==> src/include/hsc_pkg.sv <==
package hsc_pkg;
  // Register offsets (byte addresses)
  localparam logic [7:0] ADDR_CONTROL = 8'h00; // Control: hold bit, event requests
  localparam logic [7:0] ADDR_STATUS  = 8'h04; // Live state, read only
  localparam logic [7:0] ADDR_IRQ_ST  = 8'h08; // Sticky events, write one to clear
  localparam logic [7:0] ADDR_IRQ_MSK = 8'h0c; // Interrupt mask
  // Control field positions
  localparam int CTL_HOLD      = 0; // Configuration hold bit
  localparam int CTL_EXTRACT   = 1; // Software asks for extraction signalling
  localparam int CTL_PME_REQ   = 2; // Software power-management request
  localparam int CTL_STAGE_SW  = 3; // Software connection stage active
  localparam int CTL_ENUM_CLR  = 4; // Write one: release the event line
  // Status field positions
  localparam int ST_LATCH_OPEN = 0;
  localparam int ST_POWER_OK   = 1;
  localparam int ST_EEPROM_EN  = 2;
  localparam int ST_ARB_EN     = 3;
  localparam int ST_HOLD       = 4;
  localparam int ST_ENUM       = 5;
  localparam int ST_LAMP       = 6;
  // Event bit positions
  localparam int EV_INSERT     = 0;
  localparam int EV_EXTRACT    = 1;
  localparam int EV_POWER_OK   = 2;
  localparam int EV_NUM        = 3;
  // Reset values
  localparam logic [31:0] CONTROL_RST = 32'h0000_0000;
  localparam logic [EV_NUM-1:0] MASK_RST = 3'h0;
  // Serial clock divider: full period is two to the tenth core cycles
  localparam int SCL_DIV_LOG2  = 10;
  localparam int SCL_HALF      = (1 << SCL_DIV_LOG2) / 2;
endpackage : hsc_pkg

==> src/include/hsc_pins_if.sv <==
`timescale 1ns/100ps
// Synchronised pin levels passed from the input stage to the top
interface hsc_pins_if;
  logic latch_n;  // Ejector latch, synchronised
  logic power_n;  // Power-good, synchronised
  modport producer (output latch_n, output power_n);
  modport consumer (input latch_n, input power_n);
endinterface : hsc_pins_if

==> src/hsc_sync.sv <==
`timescale 1ns/100ps
// Two-stage synchroniser for the asynchronous board pins
module hsc_sync
(
  input  wire logic     core_clk,
  input  wire logic     reset,
  input  wire logic     ejector_latch_n,
  input  wire logic     backend_power_good_n,
  hsc_pins_if.producer  pins
);
  logic [1:0] stage1; // First stage, read only by the second
  logic [1:0] stage2; // Second stage, safe to use

  // Pins park at their inactive (high) level during reset
  always_ff @(posedge core_clk or posedge reset)
  begin
    if (reset)
    begin
      stage1 <= 2'h3;
      stage2 <= 2'h3;
    end
    else
    begin
      stage1 <= {backend_power_good_n, ejector_latch_n};
      stage2 <= stage1;
    end
  end

  assign pins.latch_n = stage2[0];
  assign pins.power_n = stage2[1];
endmodule : hsc_sync

==> src/hsc_top.sv <==
// The strobed register port and the address map are this design's own decisions.
`timescale 1ns/100ps
module hsc_top
#(
  parameter int SCL_HALF_CYCLES = hsc_pkg::SCL_HALF // Half period of serial clock
)
(
  input  wire logic        core_clk,
  input  wire logic        reset,
  input  wire logic        ejector_latch_n,
  input  wire logic        backend_power_good_n,
  input  wire logic        eeprom_load_strap,
  input  wire logic        arbiter_enable_strap,
  input  wire logic        config_hold_option,
  input  wire logic        pme_event,
  input  wire logic        eeprom_done,
  output logic             enum_out,
  output logic             enum_oe,
  output logic             pme_out,
  output logic             pme_oe,
  output logic             swap_indicator_lamp_n,
  output logic             lamp_oe,
  output logic             eeprom_scl,
  output logic             eeprom_load_enable,
  output logic             arbiter_enable,
  output logic             config_retry,
  output logic             backend_power_stable,
  input  wire logic [7:0]  reg_addr,
  input  wire logic [31:0] reg_wdata,
  input  wire logic        reg_write,
  input  wire logic        reg_read,
  output logic [31:0]      reg_rdata,
  output logic             irq
);
  hsc_pins_if pins ();

  // Synchronised pin levels
  // latch and power-good synchronised
  hsc_sync u_sync
  (
    .core_clk             (core_clk),
    .reset                (reset),
    .ejector_latch_n      (ejector_latch_n),
    .backend_power_good_n (backend_power_good_n),
    .pins                 (pins)
  );

  // Write decode helper
  function automatic logic hit(input logic [7:0] a, input logic [7:0] off);
    hit = (a == off);
  endfunction : hit

  logic              strap_taken;       // Straps captured since reset
  logic              eeprom_en;         // Captured load strap
  logic              arb_en;            // Captured arbiter strap
  logic              hold;              // Configuration hold
  logic              extract_req;       // Software extraction request
  logic              pme_req;           // Software PME request
  logic              stage_sw;          // Software connection stage
  logic              enum_pending;      // Event line asserted
  logic              hw_stage;          // Hardware connection stage
  logic              latch_prev;        // Previous latch state
  logic [hsc_pkg::EV_NUM-1:0] ev_status; // Sticky events
  logic [hsc_pkg::EV_NUM-1:0] ev_mask;   // Interrupt enables
  logic              power_prev;        // Previous power-stable state
  logic [9:0]        div_cnt;           // Serial clock divider
  logic              scl_q;             // Serial clock level
  logic [31:0]       rdata_q;           // Read data register

  logic              next_strap_taken;
  logic              next_eeprom_en;
  logic              next_arb_en;
  logic              next_hold;
  logic              next_extract_req;
  logic              next_pme_req;
  logic              next_stage_sw;
  logic              next_enum_pending;
  logic              next_hw_stage;
  logic              next_latch_prev;
  logic [hsc_pkg::EV_NUM-1:0] next_ev_status;
  logic [hsc_pkg::EV_NUM-1:0] next_ev_mask;
  logic              next_power_prev;
  logic [9:0]        next_div_cnt;
  logic              next_scl_q;
  logic [31:0]       next_rdata_q;

  logic              latch_open;        // Latch open, decoded
  logic              power_ok;          // Back-end power stable
  logic              insert_ev;         // Insertion completed
  logic              extract_ev;        // Latch just opened
  logic [hsc_pkg::EV_NUM-1:0] ev_set;   // Event sets this cycle
  logic              ctl_wr;            // Control write
  logic              st_clr_wr;         // Status clear write

  // Decoded pin meanings
  always_comb
  begin
    latch_open = ~pins.latch_n;
    // power-good OR reset; in reset power is not stable
    power_ok   = ~(pins.power_n | reset);
    insert_ev  = power_ok & ~power_prev & ~latch_open;
    extract_ev = latch_open & ~latch_prev;
    ev_set     = '0;
    ev_set[hsc_pkg::EV_INSERT]  = insert_ev;
    ev_set[hsc_pkg::EV_EXTRACT] = extract_ev;
    ev_set[hsc_pkg::EV_POWER_OK] = power_ok & ~power_prev;
    ctl_wr     = reg_write & hit(reg_addr, hsc_pkg::ADDR_CONTROL);
    st_clr_wr  = reg_write & hit(reg_addr, hsc_pkg::ADDR_IRQ_ST);
  end

  // Next state for straps, control, events and divider
  always_comb
  begin
    next_strap_taken  = strap_taken;
    next_eeprom_en    = eeprom_en;
    next_arb_en       = arb_en;
    next_hold         = hold;
    next_extract_req  = extract_req;
    next_pme_req      = pme_req;
    next_stage_sw     = stage_sw;
    next_enum_pending = enum_pending;
    next_hw_stage     = hw_stage;
    next_latch_prev   = latch_open;
    next_power_prev   = power_ok;
    next_ev_mask      = ev_mask;
    next_div_cnt      = div_cnt;
    next_scl_q        = scl_q;
    next_rdata_q      = 32'h0000_0000;
    // capture load strap at first edge after reset
    // capture arbiter strap and hold option on the same first edge after reset
    if (!strap_taken)
    begin
      next_strap_taken = 1'b1;
      next_eeprom_en   = eeprom_load_strap;
      next_arb_en      = arbiter_enable_strap;
      next_hold        = config_hold_option;
    end
    // Software register writes
    if (ctl_wr)
    begin
      // software clears the hold bit
      // A write on the capture edge must not lose the strap value
      next_hold        = reg_wdata[hsc_pkg::CTL_HOLD] & next_hold;
      next_extract_req = reg_wdata[hsc_pkg::CTL_EXTRACT];
      next_pme_req     = reg_wdata[hsc_pkg::CTL_PME_REQ];
      next_stage_sw    = reg_wdata[hsc_pkg::CTL_STAGE_SW];
      if (reg_wdata[hsc_pkg::CTL_ENUM_CLR])
      begin
        next_enum_pending = 1'b0;
      end
    end
    if (reg_write && hit(reg_addr, hsc_pkg::ADDR_IRQ_MSK))
    begin
      next_ev_mask = reg_wdata[hsc_pkg::EV_NUM-1:0];
    end
    // Hardware stage runs from power good until hold released
    if (ev_set[hsc_pkg::EV_POWER_OK])
    begin
      next_hw_stage = 1'b1;
    end
    else if (!power_ok)
    begin
      next_hw_stage = 1'b0;
    end
    else if (hw_stage && !next_hold && !hold)
    begin
      next_hw_stage = 1'b0;
    end
    // insert, extract or extract request raises event unless hold is set; set wins over clear
    if ((insert_ev || extract_ev || (ctl_wr && reg_wdata[hsc_pkg::CTL_EXTRACT]))
        && !hold)
    begin
      next_enum_pending = 1'b1;
    end
    // Sticky events: set wins over write-one-to-clear
    next_ev_status = ev_status;
    if (st_clr_wr)
    begin
      next_ev_status = ev_status & ~reg_wdata[hsc_pkg::EV_NUM-1:0];
    end
    next_ev_status = next_ev_status | ev_set;
    // toggle every half period, full period 1024 cycles
    if (div_cnt == 10'(SCL_HALF_CYCLES - 1))
    begin
      next_div_cnt = 10'h000;
      next_scl_q   = ~scl_q;
    end
    else
    begin
      next_div_cnt = div_cnt + 10'h001;
    end
    // Read data, valid the cycle after the strobe
    if (reg_read)
    begin
      case (reg_addr)
        hsc_pkg::ADDR_CONTROL:
        begin
          next_rdata_q[hsc_pkg::CTL_HOLD]     = hold;
          next_rdata_q[hsc_pkg::CTL_EXTRACT]  = extract_req;
          next_rdata_q[hsc_pkg::CTL_PME_REQ]  = pme_req;
          next_rdata_q[hsc_pkg::CTL_STAGE_SW] = stage_sw;
        end
        hsc_pkg::ADDR_STATUS:
        begin
          next_rdata_q[hsc_pkg::ST_LATCH_OPEN] = latch_open;
          next_rdata_q[hsc_pkg::ST_POWER_OK]   = power_ok;
          next_rdata_q[hsc_pkg::ST_EEPROM_EN]  = eeprom_en;
          next_rdata_q[hsc_pkg::ST_ARB_EN]     = arb_en;
          next_rdata_q[hsc_pkg::ST_HOLD]       = hold;
          next_rdata_q[hsc_pkg::ST_ENUM]       = enum_pending;
          next_rdata_q[hsc_pkg::ST_LAMP]       = hw_stage | stage_sw;
        end
        hsc_pkg::ADDR_IRQ_ST:
        begin
          next_rdata_q[hsc_pkg::EV_NUM-1:0] = ev_status;
        end
        hsc_pkg::ADDR_IRQ_MSK:
        begin
          next_rdata_q[hsc_pkg::EV_NUM-1:0] = ev_mask;
        end
        default:
        begin
          // Unmapped addresses read zero
          next_rdata_q = 32'h0000_0000;
        end
      endcase
    end
  end

  // Register all state
  // asynchronous reset to known state
  always_ff @(posedge core_clk or posedge reset)
  begin
    if (reset)
    begin
      strap_taken  <= 1'b0;
      eeprom_en    <= 1'b0;
      arb_en       <= 1'b0;
      hold         <= 1'b0;
      extract_req  <= 1'b0;
      pme_req      <= 1'b0;
      stage_sw     <= 1'b0;
      enum_pending <= 1'b0;
      hw_stage     <= 1'b0;
      latch_prev   <= 1'b0;
      ev_status    <= '0;
      ev_mask      <= hsc_pkg::MASK_RST;
      power_prev   <= 1'b0;
      div_cnt      <= 10'h000;
      scl_q        <= 1'b0;
      rdata_q      <= hsc_pkg::CONTROL_RST;
    end
    else
    begin
      strap_taken  <= next_strap_taken;
      eeprom_en    <= next_eeprom_en;
      arb_en       <= next_arb_en;
      hold         <= next_hold;
      extract_req  <= next_extract_req;
      pme_req      <= next_pme_req;
      stage_sw     <= next_stage_sw;
      enum_pending <= next_enum_pending;
      hw_stage     <= next_hw_stage;
      latch_prev   <= next_latch_prev;
      ev_status    <= next_ev_status;
      ev_mask      <= next_ev_mask;
      power_prev   <= next_power_prev;
      div_cnt      <= next_div_cnt;
      scl_q        <= next_scl_q;
      rdata_q      <= next_rdata_q;
    end
  end

  // Output pins
  always_comb
  begin
    // open drain, drives low while event pending
    enum_out = 1'b0;
    enum_oe  = enum_pending;
    pme_out  = 1'b0;
    pme_oe   = pme_req | pme_event;
    // lamp low in hardware or software stage
    swap_indicator_lamp_n = 1'b0;
    lamp_oe  = hw_stage | stage_sw;
    eeprom_scl = scl_q;
    // download only when strap captured high
    eeprom_load_enable = eeprom_en & strap_taken & ~eeprom_done;
    arbiter_enable = arb_en;
    config_retry = hold | ~strap_taken;
    backend_power_stable = power_ok;
    reg_rdata = rdata_q;
    irq = |(ev_status & ev_mask);
  end
endmodule : hsc_top

==> config.mk <==
export PLATFORM = sky130hd
export DESIGN_NAME = hsc_top
export DESIGN_NICKNAME = d
export VERILOG_FILES = /design/src/include/hsc_pkg.sv /design/src/include/hsc_pins_if.sv /design/src/hsc_sync.sv /design/src/hsc_top.sv
export SDC_FILE = /design/constraint.sdc
export NUM_CORES = 1
export LEC_CHECK = 0
export BUFFER_PORTS_ARGS = -buffer_cell sky130_fd_sc_hd__clkbuf_2
export CORE_AREA = 2 2 88 90
export DETAILED_ROUTE_END_ITERATION = 16
export DIE_AREA = 0 0 90 92
export GPL_TIMING_DRIVEN = 0
export PLACE_DENSITY_LB_ADDON = 0.3
export REMOVE_ABC_BUFFERS = 1
export SLEW_MARGIN = 30
export SYNTH_ARGS = -nofsm -noshare
export SYNTH_HDL_FRONTEND = slang
export SYNTH_SLANG_ARGS = --single-unit
==> constraint.sdc <==
create_clock -name core_clk -period 1.4 [get_ports core_clk]
set_input_delay 0.14 -clock core_clk [delete_from_list [all_inputs] [get_ports core_clk]]
set_output_delay 0.14 -clock core_clk [all_outputs]
set_load 0.02 [all_outputs]
* Word-level counts from Yosys, hierarchy flattened
Index checks and enable logic that the tools add are counted.
** Cells by class
- Eq/ne operators :: 4
- Bitwise operators :: 23
- Muxes and demuxes :: 14
- $add $sub $neg :: 1
- Reduce and logical (&&, ||, !) cells :: 15
** Operator list (number)
- $eq A8 B4 Y1 const B :: 2
- $pmux W3 S4 :: 1
- $add A10 B1 Y10 const B :: 1
- $eq A10 B9 Y1 const B :: 1
- $mux W10 :: 1
- $and A1 B1 Y1 :: 8
- $eq A8 B3 Y1 const B :: 1
- $logic_not A8 Y1 :: 1
- $mux W1 :: 8
- $mux W7 :: 1
- $not A1 Y1 :: 7
- $and A3 B3 Y3 :: 2
- $mux W3 :: 2
- $logic_and A1 B1 Y1 :: 5
- $or A1 B1 Y1 :: 4
- $reduce_bool A2 Y1 :: 2
- $not A3 Y3 :: 1
- $or A3 B3 Y3 :: 1
- $reduce_bool A3 Y1 :: 1
- $reduce_or A3 Y1 :: 1
- $logic_not A1 Y1 :: 2
- $logic_or A1 B1 Y1 :: 2
- $pmux W1 S2 :: 1
- $reduce_and A2 Y1 :: 1
** Word-level totals
- Output and inout bits :: 44
- Logic and storage cells :: 75
- Input port bits :: 51
- Register bits after elaboration :: 64

* Depth between registers and ports, before layout
Gate-level depths: netlist of the first run.
- Depth after elaboration :: 9
- Depth in mapped cells :: 5
- Gate-level depth less buffers :: 4

* By module
From an unflattened synthesis of the first run, not the netlist that was laid out.
** Unflattened totals
- Cell total of the unflattened synthesis :: 167
- Area total of the unflattened synthesis :: 1923.1 um2
** By module, submodules not included
- hsc_top :: area an instance 1814.2 um2, times used 1, cells an instance 162, seq. area each 875.8 um2
- hsc_sync :: area an instance 108.9 um2, times used 1, cells an instance 5, seq. area each 105.1 um2

* Worst setup path after synthesis of the first run
Ideal clock, no wire load.
- Path type :: input to register
- Start point :: in reg_addr[1]
- End point :: reg ev_mask[0] (netlist bit)
- Stages on the path :: 3
- Path buffers :: 0
- Data arrival time :: 1409 ps
- Setup slack :: -134 ps
- Required time :: 1275 ps
- Cell sequence :: or4_4 > or3_4 > mux2_4
** On the way
- Longest elaborated chain between the ends :: 2
** RTL lines
- start: declaration :: RTL line hsc_top.sv:28 : input wire logic [7:0] reg_addr,
- $eq A8 B4 Y1 :: RTL line hsc_top.sv:50 : hit = (a == off);
- $logic_and A1 B1 Y1 :: RTL line hsc_top.sv:152 : if (reg_write && hit(reg_addr, hsc_pkg::ADDR_IRQ_MSK))
- end signal: assignment :: RTL line hsc_top.sv:247 : ev_mask <= hsc_pkg::MASK_RST;
- end signal: assignment :: RTL line hsc_top.sv:266 : ev_mask <= next_ev_mask;
- end: declaration :: RTL line hsc_top.sv:64 : logic [hsc_pkg::EV_NUM-1:0] ev_mask;
No other way between the ends.
A chain may end at the register's enable or synchronous reset.

* Final worst setup path of the first run
- Start point :: reg ev_status[2] (netlist bit)
- End point :: out irq
** On the way
- Longest elaborated chain between the ends :: 2
** RTL lines
- start: declaration :: RTL line hsc_top.sv:63 : logic [hsc_pkg::EV_NUM-1:0] ev_status;
- start signal: assignment :: RTL line hsc_top.sv:265 : ev_status <= next_ev_status;
- $and A3 B3 Y3 :: RTL line hsc_top.sv:292 : irq = |(ev_status & ev_mask);
- $reduce_or A3 Y1 :: RTL line hsc_top.sv:292
- end: declaration :: RTL line hsc_top.sv:33 : output logic irq
No other way between the ends.

==> results of run 1 <==
==> layout make-up <==
class / count / area, µm² / area share
clock buffers: 5 / 68.82 / 0.02927
clock inverters: 3 / 15.01 / 0.006386
inverters: 8 / 30.03 / 0.01277
multi-input cells: 114 / 814.5 / 0.3465
flip-flops and latches: 39 / 983.4 / 0.4183
well taps: 102 / 127.6 / 0.05428
repair buffers: 51 / 311.5 / 0.1325
==> state kept, by name, summed over array words and instances (netlist names), 2 cells and up <==
name,cells
u_sync.stage2,2
ev_mask,3
ev_status,3
reg_rdata,7
div_cnt,10
u_sync.stage1,2
==> logic make-up after synthesis <==
| kind of cell | synth area share |
|---|---|
| compound gates | 0.05253 |
| xor+xnor | 0.02758 |
| fa+ha+maj | 0.006565 |
| buf+inv | 0.1320 |
| flops | 0.5148 |
| mux | 0.09389 |
| other cells | 0.003941 |
| simple gates | 0.1688 |
==> metal layers <==
layer / track usage / vias up / part of all wire
li1: - / 627 / -
met1: 0.1383 / 658 / 0.45
met2: 0.1566 / 45 / 0.48
met3: 0.02136 / 6 / 0.049
met4: 0.05000 / 0 / 0.021
met5: 0 / - / 0
==> worst max-delay path by stage <==
stage,from,endpoint,slack (ns)
finish,ev_status[2],irq,-0.09
floorplan,reg_addr[1],ev_mask[0],-0.13
detailed placement,reg_addr[1],reg_rdata[6],-0.49
CTS,ev_mask[2],irq,-0.10
global placement,reg_addr[1],reg_rdata[6],-0.47
global route,ev_status[2],irq,-0.22
==> critical path, cell delays in order, from the launching register on <==
cell	delay, ns
dfrtp_1	0.39
a222oi_1	0.41
inv_1	0.11
buf_6	0.15
==> power by group through the flow <==
stage	combinational, mW	sequential (mW)	clock [mW]
after floorplan	0.172	1.20	0
after global placement	0.263	1.21	0
after detailed placement	0.271	1.21	0
after CTS	0.285	1.18	0.774
after global routing	0.313	1.19	0.814
final	0.286	1.18	0.736
==> per-stage QoR <==
stage               area (µm²)  power, mW  setup TNS (ns)  setup WS [ns]  cells
finish                    2351      2.207        -0.09305       -0.09305    322
global route              2351      2.316         -0.2217        -0.2217    322
CTS                       2297      2.242         -0.1087        -0.1025    318
detailed placement        2128      1.476          -7.732        -0.4858    303
global placement          2108      1.468          -15.57        -0.4740    302
floorplan                 1785      1.374          -1.124        -0.1342    161
==> cell usage in the layout, fill, tap and decap left out, drive strengths merged, types with 2 or more instances in the layout <==
cell         count
dfstp            4
nor2             7
nand3            4
nor2b            2
inv              8
a21oi            5
dlygate4sd3      3
nand2            6
xor2             3
nor4b            3
clkbuf          43
o21ai            2
or3              2
a21o             2
nor4             4
conb            29
xnor2            3
mux4             3
clkinv           3
buf             10
dfrtp           35
mux2             8
nand4            6
and2             3
or4              3
nor3             4
or2              2
==> timing repair <==
action / 4_1_cts / 5_1_grt
pin swaps: 3 / 5
gates resized for setup: 6 / 7
hold buffers: 3 / 0
endpoints found under the setup margin: 11 / 12
setup buffers: 4 / 4
endpoints found under the hold margin: 13 / 0
==> reports/metrics.yaml, run 1 <==
avgViaCountPerCell: 4.149
rsz0062_at_grt: "true"
drtPass1Iterations: 4
violations: "setup timing"
path_class: "reg2out"
peakVddDrop_uv: 448.3
ys_types: 42
r2r-start: "u_sync.stage2[0]"
fin_ws_ns: -0.09305
die_w_um: 90
io_pins: 95
netSwitchingFraction: 0.2740
drv_slew: 0
startpoint_type: "register"
io_buffers: 39
grt.total_usage: 0.1024
hold_end: "eeprom_en"
drtIter0Drc: 44
dieArea_mm2: 0.008280
p_seq_frac: 0.537
place_congestion: 0.7214
antenna_left: 0
holdWs_ns: 0.06567
combPwrFrac: 0.129
diodes: 0
synth_area_leaders: "dfrtp_1, buf_4, dfstp_2, mux4_2, mux2_2"
clock_latency_ns: 0.30
dr_total_vias: 1336
ys_seq_area_frac: 0.5148
yosys_warnings: 0
status: "finished, violations left"
min_path_type: "in2reg"
areaGrowthSynthToFinish_pct: 23.37
worst_pin_slew_ns: 0.7891
r2r_slack_ns: 0.07
synth_top_area_share: 0.4596
fillCellCount: 798
end_kind: "output pin"
ys.flop_type: "dfrtp_1"
switchingPower_mw: 0.6046
cp_max_fo: 2
r2r_cells: 3
numCtsBuffers: 5
p_int_mw: 1.602
wl_per_cell_um: 12.63
power_density_mw_per_mm2: 938.6
drc: 0
ctsRootBufferMaster: "clkbuf_8"
synth_area_mm2: 0.001906
reg2reg_to: "reg_rdata[0]"
cts_tree: "done"
min_from: "eeprom_load_strap"
fmax_mhz: 669.8
avgSynthCellArea_um2: 11.55
arrival_ns: 1.35
synth_edf_count: 0
relSlewSlack: 0.4665
hpwlAfterDp_mm: 2.903
finClkSkew_ns: 0.01220
cts.sinks: 39
setup_violations: 1
cts_max_path_buffers: 2
layout.nets: 271
grt_pass1_vias: 1311
finalHoldViolations: 0
synthTopCellsByCount: "dfrtp_1, buf_4, inv_1"
synth_seq_cells: 39
drv_cap: 0
final_util: 0.3157
cp.required_ns: 1.26
hold_depth: 3
die_h_um: 92
yosysTopAreaCell: "dfrtp_1"
wl_mm: 4.068
grt_max_degree: 27
drive_gt1_frac: 0.3909
start_util: 0.2559
antenna_found_initial: 0
p_clk_frac: 0.334
p_leak_nw: 1.133
yosysMostFrequentCell: "dfrtp_1"
core_area_mm2: 0.007447
rows: 32
final.min_clock_period_ns: 1.493
overflow: 0
grt_first_pass_wirelength_mm: 6.630
async_flop_share: 1.000
clk_pin_slew_ns: 0.08
period_share: 1.066
syn_inst: 165
htree_levels: 2
Note: power is estimated with default switching activity, not from simulation.
==> run 2: changes to the inputs <==
--- a/config.mk
+++ b/config.mk
@@ -6,6 +6,8 @@
 export NUM_CORES = 1
 export LEC_CHECK = 0
 export BUFFER_PORTS_ARGS = -buffer_cell sky130_fd_sc_hd__clkbuf_2
+export CELL_PAD_IN_SITES_DETAIL_PLACEMENT = 0
+export CELL_PAD_IN_SITES_GLOBAL_PLACEMENT = 1
 export CORE_AREA = 2 2 88 90
 export DETAILED_ROUTE_END_ITERATION = 16
 export DIE_AREA = 0 0 90 92
==> constraint.sdc (replaced) <==
create_clock -name core_clk -period 1.5 [get_ports core_clk]
set_input_delay 0.15 -clock core_clk [delete_from_list [all_inputs] [get_ports core_clk]]
set_output_delay 0.15 -clock core_clk [all_outputs]
set_load 0.02 [all_outputs]
==> reports/metrics.yaml, run 2 (synthesized netlist as in run 1, its figures left out) <==
startpoint_type: "register"  # unchanged
p_leak_nw: 1.121  # was 1.133 nW
p_clk_frac: 0.396  # was 0.334
final_util: 0.3130  # was 0.3157
regMostFlops: "div_cnt"  # unchanged
overflow: 0  # unchanged
worst_pin_slew_ns: 0.7742  # was 0.7891 ns
setup_violations: 0  # was 1
largest_reg_flops: 10  # unchanged
netSwitchingFraction: 0.2454  # was 0.2740
r2r-start: "div_cnt[0]"  # was u_sync.stage2[0]
switchingPower_mw: 0.5575  # was 0.6046 mW
fin_ws_ns: 0.006310  # was -0.09305 ns
cts.sinks: 39  # unchanged
stdcell_area_mm2: 0.002331  # was 0.002351 mm²
cp_max_fo: 3  # was 2
place_ws_ns: -0.3361  # was -0.4858 ns
grt_pass1_vias: 1239  # was 1311
rsz0062_at_grt: "true"  # unchanged
htree_levels: 2  # unchanged
drv_slew: 0  # unchanged
placed_cells: 303  # unchanged
p_seq_frac: 0.487  # was 0.537
dieArea_mm2: 0.008280  # unchanged
grt_max_degree: 23  # was 27
place_congestion: 0.7392  # was 0.7214
core_area_mm2: 0.007447  # unchanged
clk_pin_slew_ns: 0.08  # about the same
clock_latency_ns: 0.29  # was 0.30 ns
cts_max_path_buffers: 2  # unchanged
grt.total_usage: 0.09944  # was 0.1024
status: "finished, final reports clean"  # was finished, violations left
finalHoldViolations: 0  # unchanged
antenna_found_initial: 0  # unchanged
combPwrFrac: 0.117  # was 0.129
reg2reg_to: "eeprom_scl"  # was reg_rdata[0]
placed_area_mm2: 0.002142  # was 0.002128 mm²
die_w_um: 90  # unchanged
ctsRootBufferMaster: "clkbuf_8"  # unchanged
layout_common_cells: "clkbuf_2, dfrtp_1, conb_1, nor2_1, inv_1"  # was clkbuf_2, dfrtp_1, conb_1, buf_4, inv_1
start_util: 0.2559  # unchanged
wl_per_cell_um: 12.76  # was 12.63 µm
antenna_left: 0  # unchanged
final_common_cell: "clkbuf_2"  # unchanged
wl_mm: 4.045  # was 4.068 mm
dr_total_vias: 1313  # was 1336
rows: 32  # unchanged
io_pins: 95  # unchanged
relSlewSlack: 0.4766  # was 0.4665
die_h_um: 92  # unchanged
cp.required_ns: 1.35  # was 1.26 ns
r2r_slack_ns: 0.08  # was 0.07 ns
holdWs_ns: 0.07329  # was 0.06567 ns
avgViaCountPerCell: 4.142  # was 4.149
drive_gt1_frac: 0.3581  # was 0.3909
cts_tree: "done"  # unchanged
min_from: "eeprom_load_strap"  # unchanged
path_class: "reg2out"  # unchanged
stdcell_count: 317  # was 322
r2r_cells: 5  # was 3
p_int_mw: 1.714  # was 1.602 mW
drc: 0  # unchanged
areaGrowthSynthToFinish_pct: 22.32  # was 23.37%
arrival_ns: 1.34  # was 1.35 ns
diodes: 0  # unchanged
peakVddDrop_uv: 441.8  # was 448.3 µV
cp-endpoint: "irq"  # unchanged
hpwlAfterDp_mm: 2.958  # was 2.903 mm
fmax_mhz: 669.5
io_buffers: 39  # unchanged
end_kind: "output pin"  # unchanged
drtIter0Drc: 61  # was 44
finClkSkew_ns: 0.009439  # was 0.01220 ns
crit_start: "ev_status[2]"  # unchanged
period_share: 0.9958
numCtsBuffers: 5  # unchanged
grt_first_pass_wirelength_mm: 6.403  # was 6.630 mm
drtPass1Iterations: 4  # unchanged
min_path_type: "in2reg"  # unchanged
final.min_clock_period_ns: 1.494
power_density_mw_per_mm2: 974.6  # was 938.6 mW/mm²
drv_cap: 0  # unchanged
layout.nets: 266  # was 271
run 2: cell types whose count changed in the layout (fill, tap and decap cells not counted), moves of 2 or more:
cell,delta
buf_4,-4
dfrtp_1,+2
dfrtp_2,-2
clkinv_2,-2
run 2: timing repair:
action	4_1_cts	5_1_grt
resized for setup	4	2
endpoints found under the setup margin	7	7
pin swaps	1	1
buffers inserted	1	2
endpoints found under the hold margin	17	0
hold buffers	3	0
run 2: worst min path at each step:
stage	to	cells past startpoint
2_1_floorplan	u_sync.stage1[0]	0
3_3_place_gp	u_sync.stage1[1]	1
3_5_place_dp	div_cnt[2]	2
4_1_cts	eeprom_en	3
5_1_grt	eeprom_en	3
6_report	eeprom_en	3
run 2: cell type report:
class,count,area (µm²)
Fill cell,804,5116
Sequential cell,39,980.9
Multi-Input combinational cell,114,797.0
Clock buffer,6,82.58
Inverter,8,30.03
Timing Repair Buffer,46,277.8
Tap cell,102,127.6
Clock inverter,2,35.03
run 2: routing by layer:
layer,GRT usage,vias to the layer above,routed length [µm]
met5,0,-,0
met4,0.04231,0,70
met3,0.02629,5,192
met2,0.1485,44,1832
met1,0.1362,645,1950
li1,-,619,-
run 2: worst max-delay path, cell delays in order (launching register included):
cell and delay (ns):
dfrtp_1 0.40, a222oi_1 0.39, inv_1 0.09, buf_4 0.17
run 2: power groups by stage:
| stage | clock network [mW] | logic (mW) | registers [mW] |
|---|---|---|---|
| 2_1_floorplan | 0 | 0.160 | 1.12 |
| 3_3_place_gp | 0 | 0.246 | 1.13 |
| 3_5_place_dp | 0 | 0.258 | 1.13 |
| 4_1_cts | 0.929 | 0.269 | 1.11 |
| 5_1_grt | 0.977 | 0.291 | 1.11 |
| 6_report | 0.900 | 0.266 | 1.11 |
run 2: metrics by stage:
step,TNS [ns],power [mW]
2_1_floorplan,-0.1584,1.282
3_3_place_gp,-12.52,1.372
3_5_place_dp,-3.593,1.384
4_1_cts,0,2.304
5_1_grt,-0.1258,2.378
6_report,0,2.272
